===== config.mk =====
export PLATFORM = sky130hd
export DESIGN_NAME = atb_timer
export DESIGN_NICKNAME = d
export VERILOG_FILES = /design/src/logic/atb_pkg.sv /design/src/logic/atb_timer.sv /design/src/logic/atb_input_stage.sv /design/src/logic/atb_capture_chan.sv
export VERILOG_INCLUDE_DIRS = /design/src /design/src/logic
export SDC_FILE = /design/constraint.sdc
export NUM_CORES = 1
export LEC_CHECK = 0
export ABC_AREA = 1
export BUFFER_PORTS_ARGS = -buffer_cell sky130_fd_sc_hd__buf_2
export CELL_PAD_IN_SITES_DETAIL_PLACEMENT = 1
export CELL_PAD_IN_SITES_GLOBAL_PLACEMENT = 2
export CORE_MARGIN = 1.5
export CORE_UTILIZATION = 29
export DETAILED_ROUTE_END_ITERATION = 8
export PLACE_DENSITY_LB_ADDON = 0.12
export SLEW_MARGIN = 30
export SYNTH_ARGS = -nofsm -noshare
export SYNTH_HDL_FRONTEND = slang
export SYNTH_SLANG_ARGS = --single-unit

===== constraint.sdc =====
create_clock -name sys_clk -period 3.1 [get_ports sys_clk]
set_input_delay 0.62 -clock sys_clk [delete_from_list [all_inputs] [get_ports sys_clk]]
set_output_delay 0.62 -clock sys_clk [all_outputs]
set_load 0.01 [all_outputs]

===== src/logic/atb_consts.svh =====
// constants for the advanced timer time-base and capture slice
//
// Summary of operation
// - center mode: up to reload, down to 0
// - center mode ignores software direction writes
// - updates at wraps and forced; forced restarts counters
// - update_inhibit blocks updates, counting continues
// - update_source_select hides flag on forced update
// - update reloads repeat, reload, sets flag
// - overflow update loads reload before counter reload
// - hardware update only when repeat count zero
// - repeat counts overflow, underflow, or both
// - forced update ignores repeat count, reloads it
// - slave off: software bits, run uses internal clock
// - external clock one counts trigger edges, flags
// - trigger select: 01 first, 10 second input
// - input: filter, edge polarity, event prescale, capture
// - filter code 0011 needs eight stable samples
// - input map: 00 output, 01 own, 10 cross
// - capture latches counter, sets flag, interrupt
// - overcapture flag; flag clears by write/read
// - soft channel event acts like hardware event
// - polarity 0 rising, 1 falling edge
// - slave reset mode clears counter on trigger, loads reload when edge mode counts down
// - forced output reference high 101, low 100
// - counting starts one cycle after run set
// - prescale ratio buffered until update event
`ifndef ATB_CONSTS_SVH
`define ATB_CONSTS_SVH

// ----------------------------------------------------------------
// widths
// ----------------------------------------------------------------
`define ATB_CNT_W        16
`define ATB_REP_W        8
`define ATB_NCH          2
`define ATB_FILT_W       4

// ----------------------------------------------------------------
// mode codes
// ----------------------------------------------------------------
`define ATB_CMS_EDGE     2'b00
`define ATB_SMS_OFF      3'b000
`define ATB_SMS_RESET    3'b100
`define ATB_SMS_EXT1     3'b111
`define ATB_TS_FIRST     2'b01
`define ATB_TS_SECOND    2'b10
`define ATB_MAP_OUTPUT   2'b00
`define ATB_MAP_OWN      2'b01
`define ATB_MAP_CROSS    2'b10
`define ATB_OC_FORCE_HI  3'b101
`define ATB_OC_FORCE_LO  3'b100
`define ATB_POL_RISE     1'b0

// ----------------------------------------------------------------
// filter sample counts
// ----------------------------------------------------------------
`define ATB_FILT_LEN0    4'h1
`define ATB_FILT_LEN1    4'h2
`define ATB_FILT_LEN2    4'h4
`define ATB_FILT_LEN3    4'h8
`define ATB_FILT_CODE0   4'h0
`define ATB_FILT_CODE1   4'h1
`define ATB_FILT_CODE2   4'h2
`define ATB_FILT_CODE3   4'h3

`endif


===== src/logic/atb_pkg.sv =====
// types shared by the timer slice modules
`include "atb_consts.svh"

package atb_pkg;

	typedef struct packed {
		logic                   count_run_bit;
		logic [1:0]             count_mode;
		logic                   dir_sw;
		logic                   update_inhibit;
		logic                   update_source_select;
		logic [2:0]             slave_mode_select;
		logic [1:0]             trigger_select;
		logic [`ATB_CNT_W-1:0]  reload_value_reg;
		logic [`ATB_CNT_W-1:0]  prescale_reg;
		logic [`ATB_REP_W-1:0]  repeat_count_reg;
	} atb_ctrl_t;

	typedef struct packed {
		logic [1:0]             channel_input_map;
		logic [`ATB_FILT_W-1:0] input_filter_code;
		logic [1:0]             input_event_prescale;
		logic                   channel_polarity;
		logic                   channel_capture_enable;
		logic                   channel_irq_enable;
		logic [2:0]             output_compare_select;
	} atb_chan_cfg_t;

	typedef struct packed {
		logic                   channel_soft_event;
		logic                   value_wr;
		logic [`ATB_CNT_W-1:0]  value_wr_data;
		logic                   value_rd;
		logic                   event_flag_clr;
		logic                   overrun_flag_clr;
	} atb_chan_sw_t;

	typedef struct packed {
		logic [`ATB_CNT_W-1:0]  channel_value_reg;
		logic                   channel_event_flag;
		logic                   channel_overrun_flag;
		logic                   channel_irq;
		logic                   output_reference;
		logic                   output_pin;
		logic                   edge_trigger_signal;
	} atb_chan_stat_t;

	typedef struct packed {
		logic                   sync1;
		logic                   sync2;
		logic                   filtered_input;
		logic [`ATB_FILT_W-1:0] stable_cnt;
		logic                   rise;
		logic                   fall;
	} atb_in_state_t;

	typedef struct packed {
		logic [`ATB_CNT_W-1:0]  value;
		logic                   event_flag;
		logic                   overrun_flag;
		logic                   oref;
		logic [2:0]             ps_cnt;
	} atb_chan_state_t;

	typedef struct packed {
		logic                   run_d;
		logic                   dir_down;
		logic [`ATB_CNT_W-1:0]  cnt;
		logic [`ATB_CNT_W-1:0]  psc_cnt;
		logic [`ATB_CNT_W-1:0]  psc_active;
		logic [`ATB_CNT_W-1:0]  reload_active;
		logic [`ATB_REP_W-1:0]  rep_cnt;
		logic                   update_event;
		logic                   update_event_flag;
		logic                   trigger_flag;
	} atb_tb_state_t;

endpackage


===== src/logic/atb_timer.sv =====
// advanced timer slice: time base, repetition, slave control, input channels
`include "atb_consts.svh"
module atb_timer
	import atb_pkg::*;
(
	input  wire logic                  sys_clk,
	input  wire logic                  rstn,
	input  wire atb_ctrl_t             ctrl,
	input  wire logic                  force_update_bit,
	input  wire logic                  update_flag_clr,
	input  wire logic                  trigger_flag_clr,
	input  wire logic [`ATB_NCH-1:0]   timer_input_pin,
	input  wire atb_chan_cfg_t         chan_cfg [`ATB_NCH],
	input  wire atb_chan_sw_t          chan_sw  [`ATB_NCH],
	output logic [`ATB_CNT_W-1:0]      count_value,
	output logic                       dir_down,
	output logic [`ATB_REP_W-1:0]      repeat_value,
	output logic                       update_event,
	output logic                       update_event_flag,
	output logic                       trigger_flag,
	output logic [`ATB_NCH-1:0]        filtered_input,
	output atb_chan_stat_t             chan_stat [`ATB_NCH]
);

	atb_tb_state_t               s_reg;
	atb_tb_state_t               s_next;
	logic [`ATB_NCH-1:0]         in_rise;
	logic [`ATB_NCH-1:0]         in_fall;
	logic                        trig_edge;
	logic                        forced;
	logic                        psc_in;
	logic                        tick;
	logic                        center;
	logic                        ovf;
	logic                        udf;
	logic                        hw_upd;
	logic                        upd;
	logic [`ATB_CNT_W-1:0]       reload_new;

	// ----------------------------------------------------------------
	// input stages and channels
	// ----------------------------------------------------------------
	for (genvar i = 0; i < `ATB_NCH; i++) begin : g_ch
		atb_input_stage u_in (
			.sys_clk           (sys_clk),
			.rstn              (rstn),
			.timer_input_pin   (timer_input_pin[i]),
			.input_filter_code (chan_cfg[i].input_filter_code),
			.filtered_input    (filtered_input[i]),
			.rise              (in_rise[i]),
			.fall              (in_fall[i])
		);
		atb_capture_chan u_ch (
			.sys_clk    (sys_clk),
			.rstn       (rstn),
			.cfg        (chan_cfg[i]),
			.sw         (chan_sw[i]),
			.own_rise   (in_rise[i]),
			.own_fall   (in_fall[i]),
			.cross_rise (in_rise[`ATB_NCH-1-i]),
			.cross_fall (in_fall[`ATB_NCH-1-i]),
			.cnt_value  (s_reg.cnt),
			.cnt_tick   (tick),
			.stat       (chan_stat[i])
		);
	end

	// ----------------------------------------------------------------
	// time base
	// ----------------------------------------------------------------
	always_comb begin
		s_next              = s_reg;
		s_next.run_d        = ctrl.count_run_bit;
		s_next.update_event = 1'b0;
		center              = ctrl.count_mode != `ATB_CMS_EDGE;
		// only channel one and two edge signals reach the slave controller
		unique case (ctrl.trigger_select)
			`ATB_TS_FIRST:  trig_edge = chan_stat[0].edge_trigger_signal;
			`ATB_TS_SECOND: trig_edge = chan_stat[1].edge_trigger_signal;
			default:        trig_edge = 1'b0;
		endcase
		forced = force_update_bit ||
			(ctrl.slave_mode_select == `ATB_SMS_RESET && trig_edge);
		psc_in = s_reg.run_d && ((ctrl.slave_mode_select == `ATB_SMS_EXT1) ?
			trig_edge : 1'b1);
		tick   = 1'b0;
		if (psc_in) begin
			if (s_reg.psc_cnt >= s_reg.psc_active) begin
				s_next.psc_cnt = '0;
				tick           = 1'b1;
			end else begin
				s_next.psc_cnt = s_reg.psc_cnt + 16'h1;
			end
		end
		// wrap detection first, so the reload used below can follow the update
		ovf = 1'b0;
		udf = 1'b0;
		if (tick) begin
			if (center) begin
				if (!s_reg.dir_down) begin
					ovf = s_reg.cnt + 16'h1 >= s_reg.reload_active;
				end else begin
					udf = s_reg.cnt <= 16'h1;
				end
			end else if (!s_reg.dir_down) begin
				ovf = s_reg.cnt >= s_reg.reload_active;
			end else begin
				udf = s_reg.cnt == '0;
			end
		end
		hw_upd = 1'b0;
		if (ovf || udf) begin
			if (s_reg.rep_cnt == '0) begin
				hw_upd         = 1'b1;
				s_next.rep_cnt = ctrl.repeat_count_reg;
			end else begin
				s_next.rep_cnt = s_reg.rep_cnt - 8'h1;
			end
		end
		upd        = (hw_upd || forced) && !ctrl.update_inhibit;
		reload_new = upd ? ctrl.reload_value_reg : s_reg.reload_active;
		if (upd) begin
			s_next.update_event  = 1'b1;
			s_next.reload_active = ctrl.reload_value_reg;
			s_next.psc_active    = ctrl.prescale_reg;
			s_next.rep_cnt       = ctrl.repeat_count_reg;
		end
		// counter and direction
		if (!center) begin
			s_next.dir_down = ctrl.dir_sw;
		end
		if (forced) begin
			// restart happens even with updates inhibited
			s_next.psc_cnt = '0;
			s_next.cnt     = (!center && ctrl.dir_sw) ? reload_new : '0;
		end else if (tick) begin
			if (center) begin
				if (ovf) begin
					// an update at this turn already brings the new top value
					s_next.cnt      = reload_new;
					s_next.dir_down = 1'b1;
				end else if (udf) begin
					s_next.cnt      = '0;
					s_next.dir_down = 1'b0;
				end else if (s_reg.dir_down) begin
					s_next.cnt = s_reg.cnt - 16'h1;
				end else begin
					s_next.cnt = s_reg.cnt + 16'h1;
				end
			end else if (ovf) begin
				s_next.cnt = '0;
			end else if (udf) begin
				s_next.cnt = reload_new;
			end else if (s_reg.dir_down) begin
				s_next.cnt = s_reg.cnt - 16'h1;
			end else begin
				s_next.cnt = s_reg.cnt + 16'h1;
			end
		end
		// flags: clear before set so a same-cycle event is kept
		if (update_flag_clr) begin
			s_next.update_event_flag = 1'b0;
		end
		if (upd && !(forced && !hw_upd && ctrl.update_source_select)) begin
			s_next.update_event_flag = 1'b1;
		end
		if (trigger_flag_clr) begin
			s_next.trigger_flag = 1'b0;
		end
		if (trig_edge && (ctrl.slave_mode_select == `ATB_SMS_EXT1 ||
			ctrl.slave_mode_select == `ATB_SMS_RESET)) begin
			s_next.trigger_flag = 1'b1;
		end
	end

	always_ff @(posedge sys_clk or negedge rstn) begin
		if (!rstn) begin
			s_reg <= '0;
		end else begin
			s_reg <= s_next;
		end
	end

	// ----------------------------------------------------------------
	// outputs
	// ----------------------------------------------------------------
	assign count_value       = s_reg.cnt;
	assign dir_down          = s_reg.dir_down;
	assign repeat_value      = s_reg.rep_cnt;
	assign update_event      = s_reg.update_event;
	assign update_event_flag = s_reg.update_event_flag;
	assign trigger_flag      = s_reg.trigger_flag;

endmodule


===== src/logic/atb_input_stage.sv =====
// timer input synchroniser, digital filter and edge pulses
`include "atb_consts.svh"
module atb_input_stage
	import atb_pkg::*;
(
	input  wire logic                   sys_clk,
	input  wire logic                   rstn,
	input  wire logic                   timer_input_pin,
	input  wire logic [`ATB_FILT_W-1:0] input_filter_code,
	output logic                        filtered_input,
	output logic                        rise,
	output logic                        fall
);

	atb_in_state_t s_reg;
	atb_in_state_t s_next;

	// codes above the documented set fall back to the longest window
	function automatic logic [`ATB_FILT_W-1:0] filt_len(input logic [`ATB_FILT_W-1:0] code);
		unique case (code)
			`ATB_FILT_CODE0: filt_len = `ATB_FILT_LEN0;
			`ATB_FILT_CODE1: filt_len = `ATB_FILT_LEN1;
			`ATB_FILT_CODE2: filt_len = `ATB_FILT_LEN2;
			`ATB_FILT_CODE3: filt_len = `ATB_FILT_LEN3;
			default:         filt_len = `ATB_FILT_LEN3;
		endcase
	endfunction

	always_comb begin
		s_next       = s_reg;
		s_next.sync1 = timer_input_pin;
		s_next.sync2 = s_reg.sync1;
		s_next.rise  = 1'b0;
		s_next.fall  = 1'b0;
		if (s_reg.sync2 == s_reg.filtered_input) begin
			s_next.stable_cnt = '0;
		end else if (s_reg.stable_cnt + 4'h1 >= filt_len(input_filter_code)) begin
			s_next.filtered_input = s_reg.sync2;
			s_next.stable_cnt     = '0;
			s_next.rise           = s_reg.sync2;
			s_next.fall           = ~s_reg.sync2;
		end else begin
			s_next.stable_cnt = s_reg.stable_cnt + 4'h1;
		end
	end

	always_ff @(posedge sys_clk or negedge rstn) begin
		if (!rstn) begin
			s_reg <= '0;
		end else begin
			s_reg <= s_next;
		end
	end

	assign filtered_input = s_reg.filtered_input;
	assign rise           = s_reg.rise;
	assign fall           = s_reg.fall;

endmodule


===== src/logic/atb_capture_chan.sv =====
// one capture/compare channel: edge select, event prescale, capture, flags
`include "atb_consts.svh"
module atb_capture_chan
	import atb_pkg::*;
(
	input  wire logic                  sys_clk,
	input  wire logic                  rstn,
	input  wire atb_chan_cfg_t         cfg,
	input  wire atb_chan_sw_t          sw,
	input  wire logic                  own_rise,
	input  wire logic                  own_fall,
	input  wire logic                  cross_rise,
	input  wire logic                  cross_fall,
	input  wire logic [`ATB_CNT_W-1:0] cnt_value,
	input  wire logic                  cnt_tick,
	output atb_chan_stat_t             stat
);

	atb_chan_state_t s_reg;
	atb_chan_state_t s_next;
	logic            is_input;
	logic            sel_rise;
	logic            sel_fall;
	logic            cap_cmd;
	logic            fire;
	logic            cap_event;
	logic            cmp_event;

	always_comb begin
		s_next    = s_reg;
		is_input  = cfg.channel_input_map != `ATB_MAP_OUTPUT;
		sel_rise  = (cfg.channel_input_map == `ATB_MAP_CROSS) ? cross_rise : own_rise;
		sel_fall  = (cfg.channel_input_map == `ATB_MAP_CROSS) ? cross_fall : own_fall;
		cap_cmd   = is_input &&
			((cfg.channel_polarity == `ATB_POL_RISE) ? sel_rise : sel_fall);
		fire      = 1'b0;
		// event prescale: capture on every 1st, 2nd, 4th or 8th edge
		if (cap_cmd) begin
			if (s_reg.ps_cnt == 3'((4'h1 << cfg.input_event_prescale) - 4'h1)) begin
				s_next.ps_cnt = '0;
				fire          = 1'b1;
			end else begin
				s_next.ps_cnt = s_reg.ps_cnt + 3'h1;
			end
		end
		cap_event = is_input && ((fire && cfg.channel_capture_enable) ||
			sw.channel_soft_event);
		cmp_event = !is_input && ((cnt_tick && cnt_value == s_reg.value) ||
			sw.channel_soft_event);
		// software may only write the value while the channel is an output
		if (!is_input && sw.value_wr) begin
			s_next.value = sw.value_wr_data;
		end
		// clears first so that a simultaneous event wins
		if (sw.event_flag_clr || sw.value_rd) begin
			s_next.event_flag = 1'b0;
		end
		if (sw.overrun_flag_clr) begin
			s_next.overrun_flag = 1'b0;
		end
		if (cap_event) begin
			s_next.value = cnt_value;
			if (s_reg.event_flag) begin
				s_next.overrun_flag = 1'b1;
			end
		end
		if (cap_event || cmp_event) begin
			s_next.event_flag = 1'b1;
		end
		if (cfg.output_compare_select == `ATB_OC_FORCE_HI) begin
			s_next.oref = 1'b1;
		end else if (cfg.output_compare_select == `ATB_OC_FORCE_LO) begin
			s_next.oref = 1'b0;
		end
	end

	always_ff @(posedge sys_clk or negedge rstn) begin
		if (!rstn) begin
			s_reg <= '0;
		end else begin
			s_reg <= s_next;
		end
	end

	always_comb begin
		stat.channel_value_reg    = s_reg.value;
		stat.channel_event_flag   = s_reg.event_flag;
		stat.channel_overrun_flag = s_reg.overrun_flag;
		stat.channel_irq          = s_reg.event_flag & cfg.channel_irq_enable;
		stat.output_reference     = s_reg.oref;
		stat.output_pin           = s_reg.oref ^ cfg.channel_polarity;
		// slave trigger always uses this channel's own input
		stat.edge_trigger_signal  =
			(cfg.channel_polarity == `ATB_POL_RISE) ? own_rise : own_fall;
	end

endmodule


## After elaboration in Yosys (flattened, before gate mapping)

Cells that the tools add are included.

- Input bits: 128
- Bits in registers: 139
- Output and inout bits: 74
- Logic and storage cells: 218

- Shift operators: 2
- $lt $le $gt $ge: 6
- Bitwise operators: 8
- Add/subtract/negate cells: 10
- Muxes and demuxes: 82
- Equality and inequality tests: 20
- Reductions and logical operators: 58

Operator list:

| operator | count |
|---|---|
| $mux W16 | 15 |
| $ge A16 B16 Y1 | 3 |
| $mux W1 | 47 |
| $mux W17 | 2 |
| $add A16 B1 Y16 const B | 2 |
| $eq A16 B16 Y1 | 2 |
| $reduce_bool A2 Y1 | 14 |
| $mux W4 | 6 |
| $pmux W4 S3 | 2 |
| $logic_and A1 B1 Y1 | 20 |
| $eq A3 B3 Y1 const B | 6 |
| $le A16 B1 Y1 const B | 1 |
| $logic_not A16 Y1 | 1 |
| $mux W8 | 2 |
| $sub A16 B1 Y16 const B | 1 |
| $logic_or A1 B1 Y1 | 12 |
| $mux W9 | 1 |
| $add A4 B1 Y4 const B | 2 |
| $eq A4 B1 Y1 const B | 2 |
| $eq A4 B2 Y1 const B | 2 |
| $ge A4 B4 Y1 | 2 |
| $logic_not A4 Y1 | 2 |
| $logic_not A8 Y1 | 1 |
| $mux W2 | 4 |
| 15 further kinds | 34 |

## Logic depth before layout (Yosys ltp)

Gate-level depths: netlist of the first run.

- Word-level depth: 16
- Gate-level depth with buffers: 29
- Gate-level depth less buffers: 27

## By module

A second synthesis of the first run with hierarchy kept.

- Cells, all modules: 1463
- Area total of the unflattened synthesis: 10950.5 um^2

By module, submodules not included:

| module | area an instance (um^2) | instances | cells each |
|---|---|---|---|
| atb_timer | 6180.9 | 1 | 849 |
| atb_capture_chan | 1851.8 | 2 | 248 |
| atb_input_stage | 533.0 | 2 | 59 |

## Worst setup path before layout of the first run

Ideal clock, no wire load.

- Path kind: register to register
- From: reg s_reg, in the netlist count_value[2]
- To: reg s_reg[34] in the netlist's numbering
- Clock period less this slack: 3.412 ns
- Setup time: 0.126 ns
- Stages on the path, launching flop included: 25
- Arrival: 3.286 ns
- Slack: -0.312 ns
- Required time: 2.974 ns
- Buffers on the path: 3
- Path through: dfrtp_1 -> buf_4 -> inv_1 -> nor3_2 -> nand3_1 -> nor2_2 -> nand3_1 -> nor2_1 -> nand3_1 -> xor2_1 -> inv_1 -> ha_1 -> nand2_1 -> nor4_1 -> a21oi_1 -> nor2_1 -> nand2_2 -> nand2_4 -> nand2_4 -> nand2_4 -> nand2_4 -> inv_4 -> buf_8 -> buf_4 -> o21ai_0

- Word-level cells in the longest chain between the ends: 9
- Elaborated cells on any way between the ends: 17
- Those cells by class: 1 x add/sub; 3 x order compare; 9 x mux; 4 x reduce/logical

Ends and longest elaborated chain:

| item | RTL line | source |
|---|---|---|
| start: declaration | atb_timer.sv:25 | `atb_tb_state_t s_reg;` |
| start signal: assignment | atb_timer.sv:180 | `s_reg <= s_next;` |
| $add A16 B1 Y16 | atb_timer.sv:101 | `ovf = s_reg.cnt + 16'h1 >= s_reg.reload_active;` |
| $ge A16 B16 Y1 | atb_timer.sv:101 |  |
| $mux W1 | atb_timer.sv:100 | `if (!s_reg.dir_down) begin` |
| $mux W1 | atb_timer.sv:99 | `if (center) begin` |
| $mux W1 | atb_timer.sv:98 | `if (tick) begin` |
| $logic_or A1 B1 Y1 (*) | atb_timer.sv:112 | `if (ovf \|\| udf) begin` |
| $mux W1 (*) | atb_timer.sv:112 |  |
| $logic_or A1 B1 Y1 (*) | atb_timer.sv:120 | `upd = (hw_upd \|\| forced) && !ctrl.update_inhibit;` |
| $logic_and A1 B1 Y1 (*) | atb_timer.sv:120 |  |

Mark *: on every way between the ends. The rest lies on a longest branch, timed or not.
A chain may end at the register's enable or synchronous reset.

## Final worst setup path of the first run

- From: reg s_reg, in the netlist count_value[0]
- To: reg s_reg, in the netlist count_value[9]

- Word-level cells in the longest chain between the ends: 15
- Elaborated cells on any way between the ends: 28
- Those cells by class: 2 x add/sub; 3 x order compare; 19 x mux; 4 x reduce/logical

Ends and longest elaborated chain:

| item | RTL line | source |
|---|---|---|
| $add A16 B1 Y16 | atb_timer.sv:101, atb_timer.sv:148, atb_timer.sv:157 |  |
| $ge A16 B16 Y1 | atb_timer.sv:101 |  |
| $mux W1 | atb_timer.sv:100 |  |
| $mux W1 | atb_timer.sv:99 |  |
| $mux W1 | atb_timer.sv:98 |  |
| $logic_or A1 B1 Y1 | atb_timer.sv:112 |  |
| $mux W1 | atb_timer.sv:112 |  |
| $logic_or A1 B1 Y1 | atb_timer.sv:120 |  |
| $logic_and A1 B1 Y1 | atb_timer.sv:120 |  |
| $mux W16 | atb_timer.sv:121 | `reload_new = upd ? ctrl.reload_value_reg : s_reg.reload_active;` |
| $mux W16 | atb_timer.sv:152 | `end else if (udf) begin` |
| $mux W16 | atb_timer.sv:150 | `end else if (ovf) begin` |
| $mux W16 | atb_timer.sv:137 | `if (center) begin` |
| $mux W17 | atb_timer.sv:136 | `end else if (tick) begin` |
| $mux W16 (*) | atb_timer.sv:132 | `if (forced) begin` |

Mark *: on every way between the ends. The rest lies on a longest branch, timed or not. The select of a mux whose other input is x is not followed.

==> flow_summary.ini, run 1 <==
[route]
drtPass1Iterations = 7
routed_wl_mm = 37.6
routedWlPerCell_microns = 18.4
postRouteAntennaNets = 0
vias_per_cell = 4.76
via_count = 9716
drc = 0
drt_iter0_markers = 363

[synth]
postSynthCellCount = 1339
syn_area_sq_mm = 0.0101
ys_types = 50
synth_seq_cells = 139
seq_area_frac_synth_pct = 34.4
ys.flop_type = dfrtp_1
synth.avg_cell_area_sq_um = 7.54
synth_nets = 1534
yosys_warnings = 0
synth_edf_count = 0
async_flop_share_pct = 100

[timing]
maxSlewHeadroom_pct = 52.0
skew_ps = 10.1
tns_ps = -21330
hold_viol = 0
finalSetupViolations = 59
post-route-period-util_pct = 114
worst_pin_slew_ps = 719
worst_slack_ps = -424
clock.fmax_ghz = 0.284
slew_violations = 0
rsz0062_at_grt = yes
hold-worst-slack_ps = 163
min_period_ps = 3520

[clocking]
tritoncts = yes
clk_pin_slew_worst_paths_ps = 70
cts_buffers = 17
cts_max_path_buffers = 2
root_buffer = clkbuf_16
htree_num_levels = 4
cts_sinks = 139
clk_latency_ps = 440

[power]
p_clk_share_pct = 31.8
power_switching_mw = 2.37
switching_share_pct = 36.9
seqPwrFrac_pct = 35.9
powerDensity_mw_per_mm2 = 481
pwr-share-comb_pct = 32.3
p_int_mw = 4.04
peakVddDrop_v = 0.000370
p_leak_nw = 6.89

[global_routing]
grt_pass1_vias = 10300
grt_pass1_wl_mm = 58.6
grt_max_degree = 59
antenna_found_initial = 1
grt_use_total_pct = 21.3
grt_overflow_total = 0

[critical_path]
max_stage_delay_ps = 390
critPathArrivalTime_ps = 3900
worstReg2RegEnd = count_value[9]$_DFFE_PN0P_
crit_type = flip-flop to flip-flop
r2r_cells = 29
crit_path_start_kind = flip-flop
cp_common_cell = nand2_4
rrSetupSlack_ps = -420
worstPathMaxFanout = 6
critPathCaptureType = flip-flop
r2r-start = count_value[0]$_DFFE_PN0P_
critPathRequiredTime_ps = 3480
slowest_stage = dfrtp_1

[floorplan]
die_w_microns = 190
core_sq_mm = 0.0345
die_h_microns = 190
fp.dieArea_sq_mm = 0.0360
rows = 68
ios = 202
start_util_pct = 29.3

[final_layout]
fin_nets = 1770
register_area_sq_mm = 0.00348
multi_input_area_sq_mm = 0.00568
drive_gt1_share_pct = 31.4
largest_reg_flops = 49
final_util_pct = 38.6
num-fill-cells = 4230
syn_to_final_growth_pct = 31.8
num_antenna_cells = 0

[outcome]
violations = setup timing
outcome = finished with violations

[min_path]
min_path_type = primary input to asynchronous set/reset pin

[placement]
gp_congestion = 0.825
io_buffer_count = 201
dp_hpwl_mm = 28.8

[job]
drv_cap = 0
-- placed cells by master (no fill, tap or decap), types with 32 or more instances in the layout --
master | Yosys | final
a21oi_1 | 38 | 35
buf_2 | 17 | 200
buf_4 | 68 | 107
dfrtp_1 | 139 | 138
ha_1 | 67 | 61
inv_1 | 209 | 205
nand2_1 | 229 | 202
nand3_1 | 161 | 132
nor2_1 | 85 | 79
o211ai_1 | 32 | 32
o21ai_0 | 57 | 46
xor2_1 | 40 | 39
-- metal layers --
layer	routed length (microns)	global-route usage, %	part of all wire [%]	vias up
li1	-	-	-	4778
met1	18100	29.2	48	4673
met2	16900	34.3	45	226
met3	1820	3.84	4.8	37
met4	719	5.74	1.9	2
met5	10	0	0.027	-
-- kinds of logic after synthesis --
kind of cell	share of synthesized area (%)
AND/OR/NAND/NOR	24.7
XOR/XNOR	5.64
AO/OA/AOI/OAI	11.8
flip-flops	34.4
buffers and inverters	15.1
adder cells (fa/ha/maj)	8.30
-- critical path: cells and delay by family (launching register included) --
| kind | cells | cell delay [ps] |
|---|---|---|
| buf+inv | 4 | 490 |
| simple gates | 21 | 1870 |
| fa+ha+maj | 2 | 490 |
| flops | 1 | 390 |
| compound gates | 1 | 40 |
| xor+xnor | 1 | 180 |
-- synthesized netlist by cell type, types with 3 or more instances --
cell	instances	area [sq um]
nand3b_1	3	22.5
o21ai_1	11	55.1
o31ai_1	10	75.1
nand2_4	4	45.0
clkbuf_1	23	86.3
o21ai_0	57	285
a31oi_1	3	18.8
o22ai_1	5	31.3
o21bai_1	3	22.5
nor4_1	8	50.1
nor2_1	85	319
xor2_1	40	350
a21oi_1	38	190
o21ai_2	5	43.8
o221ai_1	12	105
nand2_2	13	81.3
nor3_1	14	70.1
o211ai_1	32	240
nand2_1	229	860
and2_1	12	75.1
buf_4	68	510
o2111ai_1	3	26.3
dfrtp_1	139	3480
xnor2_1	25	219
inv_1	209	785
buf_2	17	85.1
nand4_1	12	75.1
nor2_2	4	25.0
or2_2	3	18.8
nand3_1	161	806
ha_1	67	838
-- timing repair --
item,4_1_cts,5_1_grt
pin swaps,39,11
hold buffers,0,0
resized for setup,76,64
setup endpoints to repair,59,59
cloned,2,5
setup buffers,19,8
-- through the flow --
step / total power [mW] / area, sq um / worst slack (ps) / cells
after global placement: 4.18 / 11800 / -333 / 1978
final: 6.41 / 13300 / -424 / 2043
after detailed placement: 4.24 / 11800 / -430 / 1978
after global routing: 6.85 / 13300 / -671 / 2043
after CTS: 6.42 / 12900 / -299 / 2030
after floorplan: 3.58 / 10200 / -213 / 1339
-- area by class of cell --
class	instances	area share, %
Clock inverter	15	1.07
Tap cell	455	4.28
Timing Repair inverter	1	0.122
Multi-Input combinational cell	874	42.7
Timing Repair Buffer	327	16.3
Sequential cell	139	26.1
Inverter	215	6.26
Clock buffer	17	3.19
-- power groups by stage --
stage	Sequential [mW]	Combinational (mW)	Clock (mW)
2_1_floorplan	2.26	1.32	0
3_3_place_gp	2.33	1.86	0
3_5_place_dp	2.34	1.90	0
4_1_cts	2.30	2.02	2.10
5_1_grt	2.34	2.35	2.16
6_report	2.30	2.07	2.04
-- worst max path at each step --
stage                                from                          end  slack [ps]  cells after the start
2_1_floorplan  count_value[0]$_DFFE_PN0P_  count_value[12]$_DFFE_PN0P_        -210                     26
4_1_cts        count_value[0]$_DFFE_PN0P_   count_value[6]$_DFFE_PN0P_        -300                     25
5_1_grt        count_value[0]$_DFFE_PN0P_   count_value[9]$_DFFE_PN0P_        -670                     29
3_3_place_gp   count_value[0]$_DFFE_PN0P_   count_value[6]$_DFFE_PN0P_        -330                     26
6_report       count_value[0]$_DFFE_PN0P_   count_value[9]$_DFFE_PN0P_        -420                     29
3_5_place_dp   count_value[0]$_DFFE_PN0P_   count_value[3]$_DFFE_PN0P_        -430                     27
Note: power is estimated with default switching activity, not from simulation.
==> inputs of run 2 (changes only) <==
CORE_UTILIZATION = 32   (was 29)
clock period = 3.9 ns   (was 3.1 ns; I/O delays follow)
==> run 2 against run 1 <==
Against the previous run: flip-flop and latch count unchanged; hold slack improved by 160 ps; fmax is 2.0% lower; cell count down 6.2%; critical path depth is 3 lower; non-clock buffer count is 66 lower; routed wire length is 6.8% lower; sequential share of layout area rose by 2.7 points; sequential power fell by 20%; via count down 3.1%; global-route usage grew 0.74 points; the flow now finishes without violations.
==> flow_summary.ini, run 2 (synthesis gave the netlist of run 1 again) <==
[clocking]
root_buffer = clkbuf_16
cts_buffers = 17
cts_sinks = 139
tritoncts = yes
clk_pin_slew_worst_paths_ps = 70
cts_max_path_buffers = 2
htree_num_levels = 4
clk_latency_ps = 440

[timing]
clock.fmax_ghz = 0.278
post-route-period-util_pct = 92.2
worst_pin_slew_ps = 816
skew_ps = 16.2
min_period_ps = 3600
maxSlewHeadroom_pct = 44.2
slew_violations = 0
finalSetupViolations = 0
hold_viol = 0

[global_routing]
grt_max_degree = 62
grt_pass1_vias = 9701
grt_pass1_wl_mm = 55.6
antenna_found_initial = 1
grt_overflow_total = 0
grt_use_total_pct = 22.0

[power]
power_switching_mw = 1.81
powerDensity_mw_per_mm2 = 408
seqPwrFrac_pct = 37.3
peakVddDrop_v = 0.000285
power_mw = 4.92
p_int_mw = 3.11
p_leak_nw = 6.31
p_clk_share_pct = 33.0
pwr-share-comb_pct = 29.7
switching_share_pct = 36.8

[critical_path]
crit_type = flip-flop to flip-flop
critPathArrivalTime_ps = 3930
max_stage_delay_ps = 380
crit_family = simple AND/OR/NAND/NOR gates
critPathRequiredTime_ps = 4240
critPathCaptureType = flip-flop
worstPathMaxFanout = 12
slowest_stage = dfrtp_1
path_buf_inv = 3
rrSetupSlack_ps = 300
crit_path_start_kind = flip-flop

[final_layout]
register_area_sq_mm = 0.00348
final_cell_mix = nand2_1, inv_1, buf_2
fin_nets = 1703
final_util_pct = 39.2
num_antenna_cells = 0
largest_reg_flops = 49
design_area_sq_mm = 0.0121
syn_to_final_growth_pct = 19.5
final_common_cell = nand2_1
drive_gt1_share_pct = 22.7
num-fill-cells = 3814
multi_input_area_sq_mm = 0.00519

[floorplan]
fp.dieArea_sq_mm = 0.0326
die_w_microns = 181
rows = 64
die_h_microns = 181
start_util_pct = 32.8
ios = 202
core_sq_mm = 0.0308

[route]
via_count = 9419
drt_iter0_markers = 386
drtPass1Iterations = 4
routed_wl_mm = 35.1
vias_per_cell = 4.91
drc = 0
routedWlPerCell_microns = 18.3
postRouteAntennaNets = 0

[placement]
gp_congestion = 0.837
dp_hpwl_mm = 27.3
io_buffer_count = 201
dpl_cell_area_sq_mm = 0.0113

[job]
drv_cap = 0

[min_path]
min_path_type = primary input to asynchronous set/reset pin

[outcome]
outcome = finished clean
-- run 2: cell count changes in the layout (fill, tap and decap cells not counted), sizes merged --
cell	before	now
buf	324	260
clkinv	9	6
inv	216	218
clkbuf	20	19
clkinvlp	5	4
-- run 2: worst reg2reg max path, cell delays in order, from the launching register on --
cell and delay, ps:
dfrtp_1 380, ha_2 200, nand2_1 70, nor2_1 120
nand2_2 110, nor3_4 240, nand2_2 100, nor2_4 140
xor2_1 200, inv_1 60, ha_1 270, nand2_1 70
o21ai_0 170, nand2_1 70, nand3_1 70, a21oi_1 50
nor2_1 180, nand2_2 100, nand2_4 100, nand2_4 70
nand2_4 90, buf_8 160, nand3_1 140, nand3_1 140
nand3_1 80, nand2_1 60, inv_1 30
-- run 2: routing by layer --
metal,wire (microns),up-vias,GRT usage (%)
li1,-,4647,-
met1,17800,4517,32.0
met2,15300,226,33.8
met3,1550,27,3.90
met4,435,2,5.01
met5,12,-,0
-- run 2: cell type report --
class	count	area share (%)
clock inverter	14	1.12
sequential	139	28.8
multi-input combinational	874	43.0
timing repair buffer	261	12.7
inverter	215	6.71
clock buffer	18	3.55
tap	396	4.10
-- run 2: metrics by stage --
step                std cells  setup TNS (ps)  hold WS [ps]  setup slack [ps]
floorplan                1339               0           331               488
global route             1917           -15.1           353             -6.92
finish                   1917               0           324               305
global placement         1878               0           342               274
CTS                      1910               0           343               102
detailed placement       1878               0           348               128
-- run 2: path summary, 6_finish.rpt --
| kind | start | end | cells after the start |
|---|---|---|---|
| hold / removal | rstn | g_ch[0].u_ch.s_reg[1]$_DFFE_PN0P_ | 1 |
| hold reg to reg | g_ch[0].u_in.s_next[7]$_DFF_PN0_ | g_ch[0].u_in.s_reg[7]$_DFF_PN0_ | 0 |
| setup / recovery | count_value[1]$_DFFE_PN0P_ | count_value[10]$_DFFE_PN0P_ | 26 |
| max in group asynchronous | rstn | g_ch[1].u_ch.stat[6]$_DFFE_PN0P_ | 2 |
| setup reg to reg | count_value[1]$_DFFE_PN0P_ | count_value[10]$_DFFE_PN0P_ | 26 |
| min in group sys_clk | g_ch[0].u_in.s_next[7]$_DFF_PN0_ | g_ch[0].u_in.s_reg[7]$_DFF_PN0_ | 0 |
-- run 2: timing repair --
action / CTS / global route
setup buffers: 0 / 6
endpoints found under the setup margin: 0 / 55
hold buffers: 0 / 0
gates resized for setup: 0 / 25
-- run 2: power groups by stage --
stage / Combinational, mW / Sequential [mW] / Clock [mW]
global placement: 1.42 / 1.86 / 0
detailed placement: 1.45 / 1.87 / 0
finish: 1.46 / 1.84 / 1.63
CTS: 1.46 / 1.84 / 1.68
floorplan: 1.04 / 1.80 / 0
global route: 1.66 / 1.87 / 1.74
==> inputs of run 3 (changes only) <==
ABC_AREA = unset   (was 1)
CORE_UTILIZATION = 36   (was 32)
clock period = 4.2 ns   (was 3.9 ns; I/O delays follow)
==> run 3 against run 2 <==
Against the previous run: global-route usage rose by 0.89 points; clock-buffer cell count rose by 1; critical path depth fell by 10; worst setup slack got worse by 250 ps; core utilization rose by 5.7 points; sequential power fell by 6%; power fell by 2.2%; largest power group unchanged; synthesized cell count fell by 25%; cell area fell by 6.4%; fmax fell by 13%; routed wire length fell by 16%; sequential share of layout area rose by 2.0 points.
==> flow_summary.ini, run 3 <==
[route]
routedWlPerCell_microns = 19.3
drc = 0
drt_iter0_markers = 296
drtPass1Iterations = 4
routed_wl_mm = 29.5
vias_per_cell = 5.29
via_count = 8069
postRouteAntennaNets = 0

[placement]
dp_cells = 1475
gp_congestion = 0.849
dp_hpwl_mm = 22.5
dpl_cell_area_sq_mm = 0.0104
io_buffer_count = 201
post-place-ws_ps = -33.9

[final_layout]
final_common_cell = buf_2
num-fill-cells = 2974
register_area_sq_mm = 0.00348
fin_nets = 1376
syn_to_final_growth_pct = 22.1
largest_reg_flops = 49
final_cell_mix = buf_2, dfrtp_1, nand2_1
multi_input_area_sq_mm = 0.00504
drive_gt1_share_pct = 29.0
fin_cells = 1525
final_util_pct = 44.9
design_area_sq_mm = 0.0113

[min_path]
min_path_type = flip-flop to flip-flop
worst_hold_path.endpoint = g_ch[1].u_in.s_reg[7]$_DFF_PN0_
whs_path_depth = 0
hp-start = g_ch[1].u_in.s_next[7]$_DFF_PN0_

[critical_path]
worstReg2RegEnd = count_value[4]$_DFFE_PN0P_
r2r-start = count_value[1]$_DFFE_PN0P_
crit_path_start_kind = flip-flop
rrSetupSlack_ps = 60
critPathRequiredTime_ps = 4490
critPathArrivalTime_ps = 4430
critPathCaptureType = flip-flop
r2r_cells = 16
crit_type = flip-flop to flip-flop
worstPathMaxFanout = 5

[clocking]
cts_buffers = 17
cts_sinks = 139
htree_num_levels = 4
cts_hold_buf = 0
cts_max_path_buffers = 2
clk_latency_ps = 430
tritoncts = yes
root_buffer = clkbuf_16
clk_pin_slew_worst_paths_ps = 70

[power]
seqPwrFrac_pct = 36.0
power_mw = 4.81
power_switching_mw = 1.73
p_int_mw = 3.09
peakVddDrop_v = 0.000261
p_clk_share_pct = 31.4
switching_share_pct = 35.9
p_leak_nw = 5.60
powerDensity_mw_per_mm2 = 426
pwr-share-comb_pct = 32.6

[global_routing]
grt_pass1_vias = 8380
grt_pass1_wl_mm = 46.9
grt_max_degree = 86
grt_use_total_pct = 22.9
grt_overflow_total = 0
antenna_found_initial = 5

[timing]
rsz0062_at_grt = yes
hold_viol = 0
post-route-period-util_pct = 98.7
maxSlewHeadroom_pct = 43.4
tns_ps = 0
hold-worst-slack_ps = 354
worst_slack_ps = 56.2
clock.fmax_ghz = 0.241
slew_violations = 0
min_period_ps = 4140
skew_ps = 14.0
finalSetupViolations = 0
worst_pin_slew_ps = 845

[synth]
synth_edf_count = 0
ys_types = 70
synth_seq_cells = 139
seq_area_frac_synth_pct = 37.6
syn_area_sq_mm = 0.00926
synth_top_area_share_pct = 37.6
yosysTopAreaCell = dfrtp_1
ys.flop_type = dfrtp_1
synth_most_common_cell = dfrtp_1
async_flop_share_pct = 100
yosys-top-cells-area = dfrtp_1, ha_1, buf_4, xnor2_1, nand2_1
synth_nets = 1194
synth.avg_cell_area_sq_um = 9.27
yosys_warnings = 0
synth_common_cells = dfrtp_1, nand2_1, ha_1, inv_1, buf_4
postSynthCellCount = 999

[floorplan]
fp.dieArea_sq_mm = 0.0267
core_sq_mm = 0.0252
die_h_microns = 163
die_w_microns = 163
start_util_pct = 36.8
rows = 58
ios = 202

[job]
drv_cap = 0

[outcome]
outcome = finished clean
run 3: changes by cell type after synthesis, moves of 13 or more:
cell and change:
buf_2 -15, nor2_1 -33, xor2_1 -20, inv_1 -143, nand3_1 -133, mux2i_1 +17
nor3_1 +23, nand2_2 -13, xnor2_1 +24, nand2_1 -145, o211ai_1 -25, a21o_1 +29
a22o_1 +27
run 3: cell families after synthesis:
| family | after synthesis | share of synthesized area, % |
|---|---|---|
| mux | 28 | 3.17 |
| buf+inv | 172 | 10.1 |
| flops | 139 | 37.6 |
| simple gates | 290 | 15.6 |
| fa+ha+maj | 67 | 9.05 |
| xor+xnor | 69 | 6.52 |
| compound gates | 234 | 18.0 |
run 3: how the worst max path moves through the flow:
stage / from / to / slack [ps] / cells past startpoint
after floorplan: count_value[0]$_DFFE_PN0P_ / count_value[0]$_DFFE_PN0P_ / 20 / 16
after global placement: count_value[2]$_DFFE_PN0P_ / count_value[10]$_DFFE_PN0P_ / 60 / 16
after detailed placement: count_value[2]$_DFFE_PN0P_ / count_value[10]$_DFFE_PN0P_ / -30 / 16
after CTS: count_value[3]$_DFFE_PN0P_ / count_value[10]$_DFFE_PN0P_ / 70 / 16
after global routing: count_value[1]$_DFFE_PN0P_ / count_value[7]$_DFFE_PN0P_ / -130 / 17
final: count_value[1]$_DFFE_PN0P_ / count_value[4]$_DFFE_PN0P_ / 60 / 16
run 3: per-layer routing:
layer  share of wire, %  track usage, %  routed length [microns]
met3                5.2            5.28                     1530
met5               0.12               0                       36
met4               0.86            4.21                      255
met1                 45            30.2                    13300
met2                 49            38.6                    14400
run 3: worst max-delay path: stages, from the launching register on:
cell      delay [ps]
dfrtp_1          390
nand2_2           70
or4_4            560
nor2_4           140
nand3_2          100
xnor2_2          180
ha_1             320
nand4_1          120
or3_4            400
o31ai_4          210
nor3_2            80
o21a_4           260
o41ai_4          380
buf_6            180
buf_4            180
mux2i_1          250
o221ai_1         160
run 3: layout make-up:
| class | count | area share (%) |
|---|---|---|
| Antenna cell | 1 | 0.0221 |
| Clock buffer | 19 | 3.92 |
| Clock inverter | 13 | 1.15 |
| Inverter | 66 | 2.19 |
| Multi-Input combinational cell | 688 | 44.5 |
| Sequential cell | 139 | 30.8 |
| Tap cell | 330 | 3.65 |
| Timing Repair Buffer | 269 | 13.8 |
run 3: power groups by stage:
stage                     clock (mW)  combinational, mW  sequential, mW
after floorplan                    0               1.10            1.70
after global placement             0               1.48            1.75
after detailed placement           0               1.51            1.75
after CTS                       1.55               1.54            1.73
after global routing            1.61               1.75            1.77
final                           1.51               1.57            1.73
run 3: repair_timing:
item	in CTS	in global routing
hold endpoints to repair	0	0
gates resized for setup	2	30
setup buffers	6	12
endpoints found under the setup margin	2	24
cloned	0	0
pin swaps	2	19
